**src/inc/scm_pkg.sv**
```systemverilog
// Package: register map, field layout and reset values of the serial control block
package scm_pkg;

  // ----------------------------------------------------------------
  // Register byte offsets
  // ----------------------------------------------------------------
  localparam logic [3:0] ADDR_CONTROL  = 4'h0;   // Serial control, low half
  localparam logic [3:0] ADDR_IRQ_STAT = 4'h4;   // Sticky event bits, write one to clear
  localparam logic [3:0] ADDR_IRQ_MASK = 4'h8;   // Event enables, same layout
  localparam logic [3:0] ADDR_STATE    = 4'hC;   // Live block state, read only

  // ----------------------------------------------------------------
  // Control register fields
  // ----------------------------------------------------------------
  localparam int CTL_FILTER_BIT  = 3;            // Multidrop receive filter
  localparam int CTL_TX_END_IRQ_EN_BIT    = 2;            // Transmit-end irq enable
  localparam int CTL_SEL_HI_BIT  = 1;            // Clock source select, high
  localparam int CTL_SEL_LO_BIT  = 0;            // Clock source select, low
  localparam logic [7:0] CTL_RESET = 8'h00;      // All fields zero

  // ----------------------------------------------------------------
  // Event bits (status and mask share this layout)
  // ----------------------------------------------------------------
  localparam int EVT_DISCARD  = 0;               // Character dropped by filter
  localparam int EVT_RELEASE  = 1;               // Filter released by address char
  localparam int EVT_TX_END   = 2;               // Transmit-end flag rose
  localparam int EVT_WIDTH    = 3;
  localparam logic [2:0] EVT_RESET  = 3'h0;
  localparam logic [2:0] MASK_RESET = 3'h0;

  // ----------------------------------------------------------------
  // State register fields
  // ----------------------------------------------------------------
  localparam int ST_FILTER_ACT = 0;              // Filter currently effective
  localparam int ST_EXT_CLK    = 1;              // Clock taken from the pin
  localparam int ST_PIN_DRIVEN = 2;              // Pin driven by the block
  localparam int ST_PIN_LEVEL  = 3;              // Synchronised pin level

  // ----------------------------------------------------------------
  // Clock select encodings
  // ----------------------------------------------------------------
  localparam logic [1:0] SEL_INT_QUIET = 2'h0;   // Internal, pin unused (async)
  localparam logic [1:0] SEL_INT_OUT   = 2'h1;   // Internal, pin drives clock

  // Internal 16x ticks per bit-rate clock period
  localparam int          OVERSAMPLE  = 16;
  localparam logic [3:0]  DIV_RESET   = 4'h0;

endpackage

```
**src/design/scm_edge_sync.sv**
```systemverilog
// Two-flop pin synchroniser with rise detection on the settled level
`timescale 1ns/1ps
`default_nettype none

module scm_edge_sync (
  input  wire logic i_sys_clk,      // System clock
  input  wire logic i_sys_rst,      // Synchronous reset, high
  input  wire logic i_clk_en,       // Freezes all state when low
  input  wire logic i_pin,          // Asynchronous pin level
  output logic      o_level,        // Settled level
  output logic      o_rise          // One-cycle pulse on rising edge
);

  // ----------------------------------------------------------------
  // Synchroniser chain
  // ----------------------------------------------------------------
  logic meta_q;                     // First stage, read only by second
  logic sync_q;                     // Second stage, safe to use
  logic last_q;                     // Previous settled level

  // Only the second stage looks at the first; avoids metastable fan-out
  always_ff @(posedge i_sys_clk) begin
    if (i_sys_rst) begin
      // Start at the pin's idle high level, so no false rise follows reset
      meta_q <= 1'b1;
      sync_q <= 1'b1;
      last_q <= 1'b1;
    end else if (i_clk_en) begin
      meta_q <= i_pin;
      sync_q <= meta_q;
      last_q <= sync_q;
    end
  end

  // ----------------------------------------------------------------
  // Outputs
  // ----------------------------------------------------------------
  assign o_level = sync_q;
  assign o_rise  = sync_q & ~last_q;

endmodule
`default_nettype wire

```
**src/design/scm_serial_ctrl.sv**
```systemverilog
// Serial control low half: multidrop filter, transmit-end irq gate, clock source selection
`timescale 1ns/1ps
`default_nettype none

module scm_serial_ctrl (
  input  wire logic        i_sys_clk,          // 200 MHz system clock
  input  wire logic        i_sys_rst,          // Synchronous reset, high
  input  wire logic        i_clk_en,           // Freezes all state when low
  // Avalon-MM slave
  input  wire logic [3:0]  i_avs_address,      // Byte address
  input  wire logic        i_avs_read,         // Read request
  input  wire logic        i_avs_write,        // Write request
  input  wire logic [31:0] i_avs_writedata,    // Write data
  input  wire logic [3:0]  i_avs_byteenable,   // Byte lanes
  output logic [31:0]      o_avs_readdata,     // Read data
  output logic             o_avs_waitrequest,  // Slave not ready
  // Format and mode from the rest of the port
  input  wire logic        i_async_mode,       // 1 = asynchronous, 0 = clocked sync
  input  wire logic        i_multidrop_mode,   // Multidrop format selected
  input  wire logic        i_parity_en,        // Parity enable setting
  input  wire logic        i_parity_odd,       // Parity mode setting
  // Receiver character events
  input  wire logic        i_rx_char_done,     // Pulse: character received
  input  wire logic        i_rx_mp_bit,        // Multidrop bit of that character
  input  wire logic        i_rx_frame_err,     // Stop bit was 0
  input  wire logic        i_rx_full_flag,     // Receive data still unread
  output logic             o_rx_deliver,       // Pulse: move character to data reg
  output logic             o_rx_full_set,      // Pulse: set receive-full flag
  output logic             o_frame_err_set,    // Pulse: set framing error flag
  output logic             o_overrun_set,      // Pulse: set overrun flag
  output logic             o_parity_active,    // Parity add/check in effect
  output logic             o_parity_odd,       // Odd parity in effect
  // Transmit end
  input  wire logic        i_tx_end_flag,      // Transmit-end status flag
  output logic             o_tx_end_irq,       // Transmit-end request
  // Clock source
  input  wire logic        i_baud_tick,        // Baud generator tick (16x async, 2x sync)
  output logic             o_clk_tick,         // Pulse: selected clock tick
  output logic             o_ext_clk,          // Clock taken from pin
  // Serial clock pin
  input  wire logic        i_sck,              // Pin level in
  output logic             o_sck,              // Pin level out
  output logic             o_sck_oe_n,         // Low while the block drives the pin
  // Interrupt
  output logic             o_irq               // High while an unmasked event is set
);

  // ----------------------------------------------------------------
  // Declarations
  // ----------------------------------------------------------------
  logic [7:0]  ctl_q;                          // Control register
  logic [2:0]  evt_q;                          // Sticky events
  logic [2:0]  evt_d;                          // Next sticky events
  logic [2:0]  mask_q;                         // Event mask
  logic [2:0]  evt_new;                        // Events raised this cycle
  logic        wait_q;                         // Waitrequest register
  logic [31:0] rdata_q;                        // Read data register
  logic [31:0] rdata_d;                        // Decoded read value
  logic        req;                            // Read or write pending
  logic        wr_take;                        // Write accepted this edge
  logic        wr_ctl;                         // Control write accepted
  logic        filter_act;                     // Filter effective now
  logic        ext_sel;                        // Pin is the clock source
  logic        drive_pin;                      // Block drives the pin
  logic        sck_level;                      // Synchronised pin level
  logic        sck_rise;                       // Pin rising edge
  logic [3:0]  div_q;                          // Internal clock divider
  logic        sync_clk_q;                     // Internal shift clock level
  logic        tx_end_last_q;                  // Previous transmit-end flag
  logic        rx_drop;                        // Character to discard
  logic        rx_wake;                        // Address character seen

  // ----------------------------------------------------------------
  // Pin synchroniser
  // ----------------------------------------------------------------
  scm_edge_sync u_sck_sync (
    .i_sys_clk (i_sys_clk),
    .i_sys_rst (i_sys_rst),
    .i_clk_en  (i_clk_en),
    .i_pin     (i_sck),
    .o_level   (sck_level),
    .o_rise    (sck_rise)
  );

  // ----------------------------------------------------------------
  // Bus decode
  // ----------------------------------------------------------------
  assign req     = i_avs_read | i_avs_write;
  // Write lands only at the edge where the master sees waitrequest low
  assign wr_take = i_avs_write & ~wait_q;
  assign wr_ctl  = wr_take & i_avs_byteenable[0] & (i_avs_address == scm_pkg::ADDR_CONTROL);

  // Read mux; unmapped addresses return zero
  always_comb begin
    rdata_d = 32'h0000_0000;
    case (i_avs_address)
      scm_pkg::ADDR_CONTROL:  rdata_d[7:0] = ctl_q;
      scm_pkg::ADDR_IRQ_STAT: rdata_d[2:0] = evt_q;
      scm_pkg::ADDR_IRQ_MASK: rdata_d[2:0] = mask_q;
      scm_pkg::ADDR_STATE: begin
        rdata_d[scm_pkg::ST_FILTER_ACT] = filter_act;
        rdata_d[scm_pkg::ST_EXT_CLK]    = ext_sel;
        rdata_d[scm_pkg::ST_PIN_DRIVEN] = drive_pin;
        rdata_d[scm_pkg::ST_PIN_LEVEL]  = sck_level;
      end
      default: rdata_d = 32'h0000_0000;
    endcase
  end

  // One wait cycle per request, then a single ready cycle with data
  always_ff @(posedge i_sys_clk) begin
    if (i_sys_rst) begin
      wait_q  <= 1'b1;
      rdata_q <= 32'h0000_0000;
    end else if (i_clk_en) begin
      if (req && wait_q) begin
        wait_q  <= 1'b0;
        rdata_q <= rdata_d;
      end else begin
        wait_q  <= 1'b1;
      end
    end
  end

  // ----------------------------------------------------------------
  // Control register
  // ----------------------------------------------------------------
  // Upper bits belong to the other half of the port and read as zero here
  always_ff @(posedge i_sys_clk) begin
    if (i_sys_rst) begin
      ctl_q <= scm_pkg::CTL_RESET;
    end else if (i_clk_en) begin
      if (wr_ctl) begin
        // Software write wins over the hardware clear in the same cycle
        ctl_q <= {4'h0, i_avs_writedata[3:0]};
      end else if (rx_wake) begin
        ctl_q[scm_pkg::CTL_FILTER_BIT] <= 1'b0;
      end
    end
  end

  // ----------------------------------------------------------------
  // Multidrop receive filter
  // ----------------------------------------------------------------
  // Bit only counts in async multidrop format
  assign filter_act = ctl_q[scm_pkg::CTL_FILTER_BIT] & i_multidrop_mode & i_async_mode;
  assign rx_drop    = i_rx_char_done & filter_act & ~i_rx_mp_bit;
  assign rx_wake    = i_rx_char_done & filter_act & i_rx_mp_bit;

  // Flag-set pulses to the status register; none for dropped data
  always_ff @(posedge i_sys_clk) begin
    if (i_sys_rst) begin
      o_rx_deliver    <= 1'b0;
      o_rx_full_set   <= 1'b0;
      o_frame_err_set <= 1'b0;
      o_overrun_set   <= 1'b0;
    end else if (i_clk_en) begin
      if (i_rx_char_done && !rx_drop) begin
        // Overrun keeps the unread data; framing error still delivers
        o_rx_deliver    <= ~i_rx_full_flag;
        o_rx_full_set   <= ~i_rx_full_flag & ~i_rx_frame_err;
        o_frame_err_set <= i_rx_frame_err;
        o_overrun_set   <= i_rx_full_flag;
      end else begin
        // Discarded or idle: every flag pulse held off
        o_rx_deliver    <= 1'b0;
        o_rx_full_set   <= 1'b0;
        o_frame_err_set <= 1'b0;
        o_overrun_set   <= 1'b0;
      end
    end
  end

  // Parity ignored under the multidrop format
  always_ff @(posedge i_sys_clk) begin
    if (i_sys_rst) begin
      o_parity_active <= 1'b0;
      o_parity_odd    <= 1'b0;
    end else if (i_clk_en) begin
      o_parity_active <= i_parity_en & i_async_mode & ~i_multidrop_mode;
      o_parity_odd    <= i_parity_odd & ~i_multidrop_mode;
    end
  end

  // ----------------------------------------------------------------
  // Transmit-end request
  // ----------------------------------------------------------------
  // Registered gate of flag and enable; drops one cycle after either clears
  always_ff @(posedge i_sys_clk) begin
    if (i_sys_rst) begin
      o_tx_end_irq <= 1'b0;
    end else if (i_clk_en) begin
      o_tx_end_irq <= i_tx_end_flag & ctl_q[scm_pkg::CTL_TX_END_IRQ_EN_BIT];
    end
  end

  // ----------------------------------------------------------------
  // Clock source selection
  // ----------------------------------------------------------------
  // High select bit alone picks the pin in both modes
  assign ext_sel   = ctl_q[scm_pkg::CTL_SEL_HI_BIT];
  // Async drives only for 01; sync drives for 00 and 01
  assign drive_pin = ~ext_sel &
                     (~i_async_mode | (ctl_q[1:0] == scm_pkg::SEL_INT_OUT));

  // Divider: sixteen 16x ticks make one bit-rate period
  always_ff @(posedge i_sys_clk) begin
    if (i_sys_rst) begin
      div_q <= scm_pkg::DIV_RESET;
    end else if (i_clk_en) begin
      if (i_baud_tick) begin
        div_q <= div_q + 4'h1;
      end
    end
  end

  // Sync shift clock toggles on each internal tick
  always_ff @(posedge i_sys_clk) begin
    if (i_sys_rst) begin
      sync_clk_q <= 1'b1;
    end else if (i_clk_en) begin
      if (i_baud_tick) begin
        sync_clk_q <= ~sync_clk_q;
      end
    end
  end

  // Tick to the shifter and pin drive, all registered
  always_ff @(posedge i_sys_clk) begin
    if (i_sys_rst) begin
      o_clk_tick <= 1'b0;
      o_ext_clk  <= 1'b0;
      o_sck      <= 1'b1;
      o_sck_oe_n <= 1'b1;
    end else if (i_clk_en) begin
      o_ext_clk  <= ext_sel;
      o_sck_oe_n <= ~drive_pin;
      if (ext_sel) begin
        // Pin rising edges: 16x ticks async, shift edges sync
        o_clk_tick <= sck_rise;
        o_sck      <= 1'b1;
      end else if (i_async_mode) begin
        // Pin level ignored; output only meaningful for 01
        o_clk_tick <= i_baud_tick;
        o_sck      <= div_q[3];
      end else begin
        // Shift on internal rising edge of the driven clock
        o_clk_tick <= i_baud_tick & ~sync_clk_q;
        o_sck      <= sync_clk_q;
      end
    end
  end

  // ----------------------------------------------------------------
  // Interrupt events
  // ----------------------------------------------------------------
  always_comb begin
    evt_new = 3'h0;
    evt_new[scm_pkg::EVT_DISCARD] = rx_drop;
    evt_new[scm_pkg::EVT_RELEASE] = rx_wake;
    evt_new[scm_pkg::EVT_TX_END]  = i_tx_end_flag & ~tx_end_last_q;
  end

  // Clear by one, but a new event in the same cycle survives
  always_comb begin
    evt_d = evt_q;
    if (wr_take && i_avs_byteenable[0] && (i_avs_address == scm_pkg::ADDR_IRQ_STAT)) begin
      evt_d = evt_q & ~i_avs_writedata[2:0];
    end
    evt_d = evt_d | evt_new;
  end

  // Sticky status, edge history and mask
  always_ff @(posedge i_sys_clk) begin
    if (i_sys_rst) begin
      evt_q         <= scm_pkg::EVT_RESET;
      mask_q        <= scm_pkg::MASK_RESET;
      tx_end_last_q <= 1'b0;
    end else if (i_clk_en) begin
      evt_q         <= evt_d;
      tx_end_last_q <= i_tx_end_flag;
      if (wr_take && i_avs_byteenable[0] && (i_avs_address == scm_pkg::ADDR_IRQ_MASK)) begin
        mask_q <= i_avs_writedata[2:0];
      end
    end
  end

  // Level interrupt registered from the next sticky state, in step with evt_q
  always_ff @(posedge i_sys_clk) begin
    if (i_sys_rst) begin
      o_irq <= 1'b0;
    end else if (i_clk_en) begin
      o_irq <= |(evt_d & mask_q);
    end
  end

  // ----------------------------------------------------------------
  // Bus outputs
  // ----------------------------------------------------------------
  assign o_avs_waitrequest = wait_q;
  assign o_avs_readdata    = rdata_q;

endmodule
`default_nettype wire

```
**config.mk**
```make
export PLATFORM = sky130hd
export DESIGN_NAME = scm_serial_ctrl
export DESIGN_NICKNAME = d
export VERILOG_FILES = /design/src/inc/scm_pkg.sv /design/src/design/scm_edge_sync.sv /design/src/design/scm_serial_ctrl.sv
export SDC_FILE = /design/constraint.sdc
export NUM_CORES = 1
export LEC_CHECK = 0
export ABC_AREA = 1
export BUFFER_PORTS_ARGS = -buffer_cell sky130_fd_sc_hd__buf_2
export CORE_MARGIN = 2
export CORE_UTILIZATION = 40
export DETAILED_ROUTE_END_ITERATION = 8
export HOLD_SLACK_MARGIN = 0.08
export PLACE_DENSITY_LB_ADDON = 0.08
export SLEW_MARGIN = 30
export SYNTH_ARGS = -nofsm -noshare
export SYNTH_HDL_FRONTEND = slang
export SYNTH_SLANG_ARGS = --single-unit
```
**constraint.sdc**
```tcl
create_clock -name i_sys_clk -period 1.38 [get_ports i_sys_clk]
set_input_delay 0.207 -clock i_sys_clk [delete_from_list [all_inputs] [get_ports i_sys_clk]]
set_output_delay 0.207 -clock i_sys_clk [all_outputs]
set_load 0.005 [all_outputs]
```
==> flow_summary.ini <==
[run_status]
status = complete, no violations

[setup_path]
start_kind = register
regToRegEndpoint = o_rx_full_set$_SDFFE_PP0P_
worst-setup-path-type = register to register
reg2regPathDepth = 7
cp_cell_sequence = nand2_1 > nor2_2 > nand3b_1 > nand2_1 > nor2_2 > nand3b_1 > a21oi_1
cp_data_required_time_ns = 1.56
end_kind = register
arrival_ns = 1.41
cpMaxStageDelayCell = dfxtp_1
worst_path_largest_cell_delay_ns = 0.39
rr_startpoint = ctl_q[3]$_SDFFE_PP0P_
r2r_setup_slack_ns = 0.15
path_max_fanout = 4

[detailed_routing]
vias_per_cell = 4.523
drc_errors = 0
wl_per_cell_um = 11.39
firstDrtPassIters = 5
drt_iter0_drc = 70
drt_wl_total_um = 4011
vias = 1592
drt.antenna.violating_nets = 0

[sta]
setup-violations-final = 0
skew_ns = 0.009444
period_needed_ns = 1.226
clock.fmax_ghz = 0.8158
tns_ns = 0
drv_slew = 0
hold_viol = 0
rsz0062_at_grt = no
fin_crit_sh_pct = 88.83

[pwr]
internal_power_uw = 1803
power.total_uw = 2355
irDropWorstVdd_mv = 0.4598
netSwitchingPower_uw = 552.1
seqPwrFrac_pct = 46.6
comb_power_share_pct = 10.3
pwr-share-clk_pct = 43.0
p_leak_uw = 0.001021
power_density_nw_per_um2 = 1102
switching_share_pct = 23.45

[clock_network]
clk_latency_ns = 0.29
cts_resized = 0
clk_pin_slew_worst_paths_ns = 0.07
cts-buffers-inserted = 5
cts_setup_buffers = 0
h-tree-depth = 2
cts_root_buffer = clkbuf_8
clock_path_buffers = 2
cts_tree = done
clkSinkCount = 36
cts_hold_buf = 0

[global_routing]
grt_antenna_before_repair = 0
grt_pass1_vias = 1472
grt_max_degree = 20
grt_pass1_wl_um = 6637
grt.total_usage_pct = 16.66
grt.overflow.total = 0

[synthesis]
yosysTopAreaCell = dfxtp_1
synthCells = 253
yosysMostFrequentCell = nand2_1
synthesis.area_um2 = 1849
async_reset_ff_share_pct = 0
synth_seq_cells = 36
synth_edf_count = 0
synth.distinct_cells = 26
synth_area_leaders = dfxtp_1, buf_4, nand2_1
synth_warnings = 0
syn_avg_cell_area_um2 = 7.309
ys.flop_type = dfxtp_1
ys_seq_area_share_pct = 38.97
yosys-top-cells-count = nand2_1, dfxtp_1, buf_4
synth_top_area_share_pct = 38.97

[worst_hold_path]
hold_depth = 3
hold_start = i_sck
hp-class = input pin to register
min_to = u_sck_sync.meta_q$_SDFFE_PP1P_

[finish]
n_antenna_cell = 0
drive_gt1_share_pct = 23.33
final_nets = 356
syn2layout_area_growth_pct = 15.56
fill_cells = 480

[floorplanning]
io_pins = 101
initial_utilization_pct = 41.89
die_area_um2 = 5183
dieWidth_um = 72.00
die_h_um = 72.00
core_area_um2 = 4414
rows = 24

[flow_run]
maxCapViolCount = 0

[placed_design]
dp_hpwl_um = 3050
gp_congestion = 0.8212
port_buffers = 41
==> layout by cell type, fill, tap and decap left out, types with 2 or more instances in the layout <==
cell type / netlist / final
buf_2: 2 / 41
nand2_1: 57 / 57
nor3_4: 3 / 3
clkbuf_8: 0 / 7
conb_1: 1 / 28
nor2_2: 2 / 3
o21ai_1: 7 / 7
nor3_1: 2 / 2
o21ai_0: 17 / 17
nor2_4: 2 / 2
inv_2: 4 / 4
a21oi_1: 28 / 28
a31oi_1: 2 / 2
inv_1: 22 / 22
nand4_1: 3 / 3
nand3b_1: 2 / 2
dfxtp_1: 36 / 36
nand2_2: 2 / 2
buf_4: 29 / 6
nor2_1: 11 / 10
nand3_1: 13 / 13
==> how the worst max path moves through the flow <==
| stage | slack, ns | from | cells past startpoint | to |
|---|---|---|---|---|
| after CTS | 0.1 | ctl_q[3]$_SDFFE_PP0P_ | 7 | o_rx_full_set$_SDFFE_PP0P_ |
| after floorplan | 0.24 | o_avs_waitrequest$_SDFFE_PP1P_ | 6 | ctl_q[3]$_SDFFE_PP0P_ |
| after detailed placement | 0.11 | ctl_q[3]$_SDFFE_PP0P_ | 7 | o_rx_full_set$_SDFFE_PP0P_ |
| after global routing | 0.006 | ctl_q[3]$_SDFFE_PP0P_ | 7 | o_rx_full_set$_SDFFE_PP0P_ |
| final | 0.15 | ctl_q[3]$_SDFFE_PP0P_ | 7 | o_rx_full_set$_SDFFE_PP0P_ |
| after global placement | 0.1 | i_avs_address[3] | 11 | o_irq$_SDFFE_PP0P_ |
==> through the flow <==
stage | hold WS (ns) | area [um2] | cells | setup WS, ns | util (%)
2_1_floorplan | 0.3333 | 1951 | 280 | 0.2424 | -
3_3_place_gp | 0.4364 | 2008 | 344 | 0.09841 | 45.49
3_5_place_dp | 0.4383 | 2008 | 344 | 0.1128 | 45.49
4_1_cts | 0.1303 | 2135 | 352 | 0.09826 | 48.36
5_1_grt | 0.1482 | 2137 | 352 | 0.006463 | 48.41
6_report | 0.1411 | 2137 | 352 | 0.1542 | 48.41
==> sequential cells by signal, summed over array words and instances, names as in the netlist, 3 cells and up <==
| register | flops |
|---|---|
| ctl_q | 4 |
| div_q | 4 |
| evt_q | 3 |
| mask_q | 3 |
| o_avs_readdata | 4 |
==> worst max-delay path, delay by kind of cell, from the launching register on <==
| family | cells | cell delay [ns] |
|---|---|---|
| AND/OR/NAND/NOR | 6 | 0.68 |
| flip-flops | 1 | 0.39 |
| AO/OA/AOI/OAI | 1 | 0.06 |
==> cells by family after synthesis <==
kind of cell,count (synthesis),share of synthesized area (%)
adders and majority gates,1,0.6765
AOI/OAI and AO/OA,55,15.16
buffers and inverters,61,19.22
other,1,0.2028
DFF,36,38.97
and+or+nand+nor,99,25.78
==> area by class of cell <==
cell class,instances,area [um2],area share (%)
Timing Repair Buffer,47,250.2,11.71
Multi-Input combinational cell,183,877.1,41.04
Tap cell,52,65.06,3.044
Sequential cell,36,720.7,33.72
Clock buffer,7,96.34,4.508
Clock inverter,1,30.03,1.405
Inverter,26,97.59,4.567
==> power by group through the flow <==
| stage | Sequential (uW) | Combinational (uW) | Clock [uW] |
|---|---|---|---|
| finish | 1100 | 244 | 1010 |
| floorplan | 1120 | 208 | 0 |
| CTS | 1100 | 244 | 1040 |
| detailed placement | 1120 | 244 | 0 |
| global placement | 1120 | 243 | 0 |
| global route | 1100 | 282 | 1070 |
==> layer usage <==
metal	track usage, %	up-vias	part of all wire [%]
met2	26.65	51	43
li1	-	855	-
met5	0	-	0
met3	4.028	7	6.2
met1	21.23	679	49
met4	7.757	0	1.7
(Power assumes the default switching activity.)
